$ cat config.mk
export PLATFORM = sky130hd
export DESIGN_NAME = dsg_top
export DESIGN_NICKNAME = d
export VERILOG_FILES = /design/src/hdl/dsg_pkg.sv /design/src/hdl/dsg_gpio_if.sv /design/src/hdl/dsg_gpio.sv /design/src/hdl/dsg_top.sv
export SDC_FILE = /design/constraint.sdc
export NUM_CORES = 1
export LEC_CHECK = 0
export BUFFER_PORTS_ARGS = -buffer_cell sky130_fd_sc_hd__buf_2
export CORE_MARGIN = 1
export CORE_UTILIZATION = 50
export DETAILED_ROUTE_END_ITERATION = 12
export HOLD_SLACK_MARGIN = 0.06
export PLACE_DENSITY = 0.73
export SYNTH_ARGS = -nofsm -noshare
export SYNTH_HDL_FRONTEND = slang
export SYNTH_SLANG_ARGS = --single-unit
$ cat constraint.sdc
create_clock -name clock -period 4.5 [get_ports clock]
set_input_delay 0.225 -clock clock [delete_from_list [all_inputs] [get_ports clock]]
set_output_delay 0.225 -clock clock [all_outputs]
set_load 0.02 [all_outputs]
$ cat src/hdl/dsg_pkg.sv
// Overview of operation
// - big-endian 33h keeps indirect address bits 8:6 in bits 7:5
// - 34h bits 4:0 hold address bits 5:1; bit 0 always zero
// - both write enables zero means the started access is a read
// - enable bit 1 writes high byte, enable bit 0 writes low byte
// - go bit clears by hardware when the access completes
// - read completion loads the upper fetched byte into data-high
// - read completion loads the lower fetched byte into data-low
// - indirect fields are read/write, reset zero; reserved bits read zero
// - direction register 39h: set bit makes pin an output, reset zero
// - pin with direction bit zero is never driven
// - drive register 3Bh reaches a pin only while its direction is one
// - register 3Dh returns the levels of all eight pins
// - window 60h to 93h shows the 52-byte received control cell
// - header bytes at 00h to 03h, payload 0 to 47 at 04h to 33h
// - big-endian: bit 25 at 30h, 24:17 at 31h, 16:9 at 32h
// - little-endian reverses 30h..33h and swaps data bytes 36h/37h
package dsg_pkg;
  // register offsets
  localparam logic [7:0] OFF_ADDR0 = 8'h30;
  localparam logic [7:0] OFF_ADDR3 = 8'h33;
  localparam logic [7:0] OFF_CTRL = 8'h34;
  localparam logic [7:0] OFF_DATA_A = 8'h36;
  localparam logic [7:0] OFF_DATA_B = 8'h37;
  localparam logic [7:0] OFF_DIR = 8'h39;
  localparam logic [7:0] OFF_DRIVE = 8'h3B;
  localparam logic [7:0] OFF_SAMPLED = 8'h3D;
  localparam logic [7:0] OFF_RX_FIRST = 8'h60;
  localparam logic [7:0] OFF_RX_LAST = 8'h93;
  localparam int RX_BYTES = 52;
  // address slots in logical order
  localparam logic [1:0] SLOT_A25 = 2'h0;
  localparam logic [1:0] SLOT_A24 = 2'h1;
  localparam logic [1:0] SLOT_A16 = 2'h2;
  localparam logic [1:0] SLOT_A8 = 2'h3;
  // field positions
  localparam int POS_A8_LO = 5;
  localparam int POS_WE_LO = 5;
  localparam int POS_GO = 7;
  localparam int POS_WE_HI = 1;
  localparam int POS_WE_LOB = 0;
  // reset values
  localparam logic [7:0] RST_BYTE = 8'h00;
  localparam int PIN_COUNT = 8;
  typedef enum {ST_IDLE, ST_BUSY} dsg_state_t;
endpackage : dsg_pkg

$ cat src/hdl/dsg_gpio_if.sv
`timescale 1ns/100ps
interface dsg_gpio_if;
  logic [7:0] dir;
  logic [7:0] drive;
  logic [7:0] sampled;
  modport ctrl (output dir, output drive, input sampled);
  modport pins (input dir, input drive, output sampled);
endinterface : dsg_gpio_if

$ cat src/hdl/dsg_gpio.sv
`timescale 1ns/100ps
module dsg_gpio (
  // clock and reset
  input wire logic clock,
  input wire logic rst_n,
  // register side
  dsg_gpio_if.pins bus,
  // pins
  input wire logic [7:0] gpio_i,
  output logic [7:0] gpio_o,
  output logic [7:0] gpio_oe
);
  logic [7:0] s1_q;
  logic [7:0] s2_q;
  logic [7:0] s3_q;
  logic [7:0] level_q;
  logic [7:0] out_q;
  logic [7:0] oe_q;
  logic [7:0] agree;

  ////////////////////////////////////////////////////////////////////////
  // a bit counts once stages two and three agree
  assign agree = ~(s2_q ^ s3_q);
  assign bus.sampled = level_q;
  assign gpio_o = out_q;
  assign gpio_oe = oe_q;

  // pin synchroniser
  always_ff @(posedge clock or negedge rst_n) begin
    if (!rst_n) begin
      s1_q <= 8'h00;
      s2_q <= 8'h00;
      s3_q <= 8'h00;
      level_q <= 8'h00;
    end else begin
      s1_q <= gpio_i;
      s2_q <= s1_q;
      s3_q <= s2_q;
      level_q <= (s3_q & agree) | (level_q & ~agree);
    end
  end

  // pin drivers; enable follows direction
  always_ff @(posedge clock or negedge rst_n) begin
    if (!rst_n) begin
      out_q <= 8'h00;
      oe_q <= 8'h00;
    end else begin
      out_q <= bus.drive & bus.dir;
      oe_q <= bus.dir;
    end
  end
endmodule : dsg_gpio

$ cat src/hdl/dsg_top.sv
`timescale 1ns/100ps
module dsg_top (
  // clock and reset
  input wire logic clock,
  input wire logic rst_n,
  // microprocessor register port
  input wire logic [7:0] up_addr,
  input wire logic [7:0] up_wdata,
  input wire logic up_wr,
  input wire logic up_rd,
  output logic [7:0] up_rdata,
  output logic up_rvalid,
  // byte-order select, one for big-endian
  input wire logic big_end,
  // internal word memory port
  output logic ext_req,
  output logic [1:0] ext_we,
  output logic [25:1] ext_waddr,
  output logic [15:0] ext_wdata,
  input wire logic [15:0] ext_rdata,
  input wire logic ext_ack,
  // received control cell feed
  input wire logic rx_wr,
  input wire logic [5:0] rx_idx,
  input wire logic [7:0] rx_byte,
  // general-purpose pins
  input wire logic [7:0] gpio_i,
  output logic [7:0] gpio_o,
  output logic [7:0] gpio_oe
);

  ////////////////////////////////////////////////////////////////////////
  // functions

  // logical slot of an address offset under the byte order
  function automatic logic [1:0] slot_of(input logic [7:0] off,
                                         input logic big);
    logic [1:0] rel;
    rel = off[1:0] - dsg_pkg::OFF_ADDR0[1:0];
    slot_of = big ? rel : ~rel;
  endfunction : slot_of

  // true when offset is one of the four address bytes
  function automatic logic is_addr(input logic [7:0] off);
    is_addr = (off >= dsg_pkg::OFF_ADDR0) && (off <= dsg_pkg::OFF_ADDR3);
  endfunction : is_addr

  // true when offset holds the upper data byte
  function automatic logic is_upper(input logic [7:0] off,
                                    input logic big);
    is_upper = big ? (off == dsg_pkg::OFF_DATA_A)
                   : (off == dsg_pkg::OFF_DATA_B);
  endfunction : is_upper

  // true when offset is either data byte
  function automatic logic is_data_off(input logic [7:0] off);
    is_data_off = (off == dsg_pkg::OFF_DATA_A) ||
                  (off == dsg_pkg::OFF_DATA_B);
  endfunction : is_data_off

  ////////////////////////////////////////////////////////////////////////
  // state

  dsg_pkg::dsg_state_t state_q;
  dsg_pkg::dsg_state_t state_d;
  logic a25_q;
  logic [7:0] a24_q;
  logic [7:0] a16_q;
  logic [2:0] a8_q;
  logic [4:0] a5_q;
  logic [1:0] we_q;
  logic go_q;
  logic [7:0] dh_q;
  logic [7:0] dl_q;
  logic [7:0] dir_q;
  logic [7:0] drv_q;
  logic req_q;
  logic [7:0] rdata_q;
  logic rvalid_q;
  logic [7:0] rx_mem [0:dsg_pkg::RX_BYTES-1];

  dsg_gpio_if gpio_bus ();

  ////////////////////////////////////////////////////////////////////////
  // write decode

  // indirect registers only take writes while no access runs
  wire idle = (state_q == dsg_pkg::ST_IDLE);
  wire busy = (state_q == dsg_pkg::ST_BUSY);
  wire [1:0] wslot = slot_of(up_addr, big_end);
  wire wr_ind = up_wr & idle;

  // address bytes by logical slot
  wire wr_addr = wr_ind & is_addr(up_addr);
  wire wr_a25 = wr_addr & (wslot == dsg_pkg::SLOT_A25);
  wire wr_a24 = wr_addr & (wslot == dsg_pkg::SLOT_A24);
  wire wr_a16 = wr_addr & (wslot == dsg_pkg::SLOT_A16);
  wire wr_a8 = wr_addr & (wslot == dsg_pkg::SLOT_A8);

  // control and data bytes
  wire wr_ctrl = wr_ind & (up_addr == dsg_pkg::OFF_CTRL);
  wire wr_data = wr_ind & is_data_off(up_addr);
  wire wr_dh = wr_data & is_upper(up_addr, big_end);
  wire wr_dl = wr_data & ~is_upper(up_addr, big_end);

  // pin registers stay writable during an access
  wire wr_dir = up_wr & (up_addr == dsg_pkg::OFF_DIR);
  wire wr_drv = up_wr & (up_addr == dsg_pkg::OFF_DRIVE);

  // sequencer events
  wire launch = wr_ctrl & up_wdata[dsg_pkg::POS_GO];
  wire finish = busy & ext_ack;
  wire is_read = (we_q == 2'h0);

  // cell bytes beyond the window are dropped
  wire rx_take = rx_wr && (rx_idx < 6'(dsg_pkg::RX_BYTES));

  ////////////////////////////////////////////////////////////////////////
  // read selection

  // indirect register bytes under the byte order
  wire [1:0] rslot = slot_of(up_addr, big_end);
  wire [7:0] addr_byte =
    (rslot == dsg_pkg::SLOT_A25) ? {7'h00, a25_q} :
    (rslot == dsg_pkg::SLOT_A24) ? a24_q :
    (rslot == dsg_pkg::SLOT_A16) ? a16_q :
    {a8_q, 5'h00};
  wire [7:0] ctrl_byte = {go_q, we_q, a5_q};
  wire [7:0] data_byte = is_upper(up_addr, big_end) ? dh_q : dl_q;
  wire is_data = is_data_off(up_addr);

  // received cell window
  wire in_rx = (up_addr >= dsg_pkg::OFF_RX_FIRST) &&
               (up_addr <= dsg_pkg::OFF_RX_LAST);
  wire [7:0] rx_off = up_addr - dsg_pkg::OFF_RX_FIRST;
  wire [7:0] rx_val = rx_mem[rx_off[5:0]];

  // final read mux; unmapped offsets read zero
  wire [7:0] rd_val =
    is_addr(up_addr) ? addr_byte :
    (up_addr == dsg_pkg::OFF_CTRL) ? ctrl_byte :
    is_data ? data_byte :
    (up_addr == dsg_pkg::OFF_DIR) ? dir_q :
    (up_addr == dsg_pkg::OFF_DRIVE) ? drv_q :
    (up_addr == dsg_pkg::OFF_SAMPLED) ? gpio_bus.sampled :
    in_rx ? rx_val :
    dsg_pkg::RST_BYTE;
  wire [7:0] rdata_d = up_rd ? rd_val : rdata_q;

  ////////////////////////////////////////////////////////////////////////
  // outputs

  // register port
  assign up_rdata = rdata_q;
  assign up_rvalid = rvalid_q;

  // memory port; fields hold still while busy
  assign ext_req = req_q;
  assign ext_we = we_q;
  assign ext_waddr = {a25_q, a24_q, a16_q, a8_q, a5_q};
  assign ext_wdata = {dh_q, dl_q};

  // pin side
  assign gpio_bus.dir = dir_q;
  assign gpio_bus.drive = drv_q;

  ////////////////////////////////////////////////////////////////////////
  // indirect access sequencer

  // next state
  always_comb begin
    state_d = state_q;
    case (state_q)
      dsg_pkg::ST_IDLE: begin
        if (launch) begin
          state_d = dsg_pkg::ST_BUSY;
        end
      end
      dsg_pkg::ST_BUSY: begin
        if (ext_ack) begin
          state_d = dsg_pkg::ST_IDLE;
        end
      end
      default: begin
        state_d = dsg_pkg::ST_IDLE;
      end
    endcase
  end

  // state, request and go bit
  always_ff @(posedge clock or negedge rst_n) begin
    if (!rst_n) begin
      state_q <= dsg_pkg::ST_IDLE;
      req_q <= 1'b0;
      go_q <= 1'b0;
    end else begin
      state_q <= state_d;
      req_q <= launch | (req_q & ~finish);
      go_q <= launch | (go_q & ~finish);
    end
  end

  // address bytes; writes refused while an access runs
  always_ff @(posedge clock or negedge rst_n) begin
    if (!rst_n) begin
      a25_q <= 1'b0;
      a24_q <= 8'h00;
      a16_q <= 8'h00;
      a8_q <= 3'h0;
    end else begin
      if (wr_a25) begin
        a25_q <= up_wdata[0];
      end
      if (wr_a24) begin
        a24_q <= up_wdata;
      end
      if (wr_a16) begin
        a16_q <= up_wdata;
      end
      if (wr_a8) begin
        a8_q <= up_wdata[7:dsg_pkg::POS_A8_LO];
      end
    end
  end

  // low address bits and byte enables from the control byte
  always_ff @(posedge clock or negedge rst_n) begin
    if (!rst_n) begin
      a5_q <= 5'h00;
      we_q <= 2'h0;
    end else if (wr_ctrl) begin
      a5_q <= up_wdata[4:0];
      we_q <= up_wdata[6:dsg_pkg::POS_WE_LO];
    end
  end

  // data bytes; host writes or read completion
  always_ff @(posedge clock or negedge rst_n) begin
    if (!rst_n) begin
      dh_q <= dsg_pkg::RST_BYTE;
      dl_q <= dsg_pkg::RST_BYTE;
    end else begin
      if (finish & is_read) begin
        dh_q <= ext_rdata[15:8];
        dl_q <= ext_rdata[7:0];
      end else begin
        if (wr_dh) begin
          dh_q <= up_wdata;
        end
        if (wr_dl) begin
          dl_q <= up_wdata;
        end
      end
    end
  end

  ////////////////////////////////////////////////////////////////////////
  // pin registers

  // direction and drive bytes
  always_ff @(posedge clock or negedge rst_n) begin
    if (!rst_n) begin
      dir_q <= dsg_pkg::RST_BYTE;
      drv_q <= dsg_pkg::RST_BYTE;
    end else begin
      if (wr_dir) begin
        dir_q <= up_wdata;
      end
      if (wr_drv) begin
        drv_q <= up_wdata;
      end
    end
  end

  dsg_gpio u_gpio (
    .clock(clock),
    .rst_n(rst_n),
    .bus(gpio_bus.pins),
    .gpio_i(gpio_i),
    .gpio_o(gpio_o),
    .gpio_oe(gpio_oe)
  );

  ////////////////////////////////////////////////////////////////////////
  // received cell store; contents undefined until first cell

  always_ff @(posedge clock) begin
    if (rx_take) begin
      rx_mem[rx_idx] <= rx_byte;
    end
  end

  ////////////////////////////////////////////////////////////////////////
  // read answer, one cycle after the strobe

  always_ff @(posedge clock or negedge rst_n) begin
    if (!rst_n) begin
      rdata_q <= dsg_pkg::RST_BYTE;
      rvalid_q <= 1'b0;
    end else begin
      rvalid_q <= up_rd;
      rdata_q <= rdata_d;
    end
  end

endmodule : dsg_top
==> impl_results.md <==
- Starting Density: 0.507
- Routed WL: 54500 um
- Post-synth top area cell: edfxtp_1
- NumNets Final: ~1600
- Top-count cell post-synth: edfxtp_1
- Met2 WL: around 26000 um
- Via Count: around 13000
- Clock Tree Buf Depth: 3
- CP endpoint kind: register
- Worst slack, placed: 1150 ps
- Slew @ Worst Pin: between 1000 and 1500 ps
- Synthesized flop and latch total: between 500 and 600
- Setup WS post-layout: between 1500 and 2000 ps
- Synth Warn #: 0
- Max FO, Critical Path: 34
- RSZ-0062 raised after global routing: false
- MaxCap Viol Count: 0
- Crit path DAT: ~3300 ps
- FMAX: 0.351 GHz
- Final cell count without fillers: 2124
- Asr flop ratio synth: 0.222
- Final Hold Viols: 0
- VDD IR max: between 200 and 300 uV
- Worst setup path class: input port to register
- Post-cts sizing count: 0
- Final TNS setup: 0 ps
- Synth-to-Final Area Change: 14.9%
- # rows: 76
- Htree depth: 2
- Mapped Area: around 0.022 mm^2
- Via-to-Cell Ratio: ~6.1
- Core area: 0.0430 mm^2
- Post-route ant nets: 0
- HPWL Detailed: approximately 35000 um
- Setup crit start kind: input port
- Residual DRC: 0
- Ant diodes: 0
- Syn_nets: 1385
- Chip width: ~210 um
- Wl on met1: about 21000 um
- CTS Buf Count: 52
- Root buf cell: clkbuf_16
- HP Class: input port to asynchronous set/reset pin
- Vias in the first global route: about 13000
- Max transition margin: 0.234
- Synth Flop Type: edfxtp_1
- Layout Skew: 30.9 ps
- Hold slack: about 140 ps
- Pin count of the biggest net entering global routing: 86
- Final Cycle Share: 0.633
- Die Ht: 211 um
- Later-pin clock latency in the skew report: 600 ps
- Netlist cell types: 64
- Minimum clock period: 2850 ps
- Aggregate global routing overflow: 0
- Router iterations before antenna repair: 5
- Drt wl/cell: about 26 um
- Share of layout cells above drive strength 1: 0.220
- CTS tree: done
- PD cells: about 420 mW/mm^2
- DRT iter0 DRCs: ~1700
- First-pass GRT wire length: between 80000 and 90000 um
- Post-layout util: 0.582
- Synth cell count leaders: edfxtp_1 (416), dfrtp_1 (119), mux2i_1 (116), nor2_1 (82), nand2_1 (77)
- Required @ worst endpoint: approximately 5000 ps
- GRT Resource Usage Total: 0.249
- I/O pins: 130
- Sequential element share of the synthesized area: 0.710
- Max Used Layer: met4
- Leakage: around 0.0091 uW
- Dominant cells by area after synthesis: edfxtp_1 (57%), dfrtp_1 (14%), mux4_2 (6.2%)
- Placed insts: about 2000
- Status: complete, no violations
- Final max-slew violation count: 0
- Syn Area/Cell: 16.4 um^2
- Met3 routed WL: roughly 5000 um
- Antenna violations before repair: 2
- Post-synth top area share: 0.574
- Post-synth EDFFs: approximately 420
- # clock sinks: between 500 and 600
- Routability cong.: ~0.94
- Die area: approximately 0.044 mm^2
- PortBufs: about 130
- Cells after synthesis: about 1300
- # setup viols final: 0
- Clock slew at reported path FFs: 60 ps
timing repair:
action,CTS,global route
hold buffers,45,0
setup buffers,0,0
hold endpoints to repair,106,0
layout make-up:
class,instances,area (um^2)
Timing Repair Buffer,190,1230
Clock buffer,72,1440
Tap cell,585,732
Clock inverter,23,255
Sequential cell,535,15500
Fill cell,3266,18000
Multi-Input combinational cell,712,5870
Inverter,7,26.3
stage by stage:
stage,total power [uW],area [um^2]
floorplan,6000,21800
global route,10900,25000
finish,10600,25000
detailed placement,6320,22900
global placement,6300,22900
CTS,10700,25000
flip-flops by register name, indices dropped and copies added, names as in the netlist, 3 cells and up, named ones only:
signal	count
a16_q	8
dl_q	8
a8_q	3
u_gpio.s3_q	8
rx_mem	416
u_gpio.gpio_oe	8
u_gpio.s1_q	8
a24_q	8
dir_q	8
up_rdata	8
a5_q	5
u_gpio.gpio_o	8
drv_q	8
u_gpio.s2_q	8
dh_q	8
logic make-up (layout without fill, tap and decap cells):
group,Yosys count,after routing,synth area share
compound gates,205,205,0.0607
xor+xnor,1,1,0.000402
fa+ha+maj,8,8,0.00368
buf+inv,77,292,0.0206
flops,535,535,0.710
mux,225,225,0.143
simple gates,273,273,0.0608
where the power goes:
group	leakage [uW]	switching, uW	internal [uW]
clock	0.000829	1810	2530
sequential	0.00528	72.7	5430
combinational	0.00299	483	277
total	0.00910	2370	8240
worst paths after layout:
kind | from | cells past startpoint | slack (ps) | endpoint
max in group asynchronous | rst_n | 3 | 3370 | u_gpio.s3_q[1]
min in group clock | up_addr[6] | 4 | 210 | up_rdata[6]
min reg2reg | u_gpio.s1_q[6] | 0 | 350 | u_gpio.s2_q[6]
max reg2reg | rx_mem[11][7] | 6 | 2220 | up_rdata[7]
max | up_addr[3] | 8 | 1650 | dh_q[1]
min | rst_n | 2 | 140 | a24_q[5]
critical path, cell delays in order:
cell and delay (ps):
buf_2 390, nor2b_1 720, nand3_1 480, nor3b_1 320, buf_4 240, mux2i_1 210
o21ai_0 100, dlygate4sd3_1 590
placed cells by master, fill, tap and decap left out, drive strengths merged, types with 44 or more instances in the layout:
master       count
edfxtp         416
buf            145
dfrtp          119
mux2i          116
nor2            83
nand2           77
clkbuf          72
mux4            64
o21ai           49
dlygate4sd3     45
mux2            45
a21oi           44
per-layer routing:
| metal | global-route usage | vias up |
|---|---|---|
| li1 | - | 5531 |
| met1 | 0.330 | 6531 |
| met2 | 0.394 | 735 |
| met3 | 0.0540 | 141 |
| met4 | 0.115 | 0 |
| met5 | 0 | - |
No activity file was read; power rests on OpenSTA's default activity.
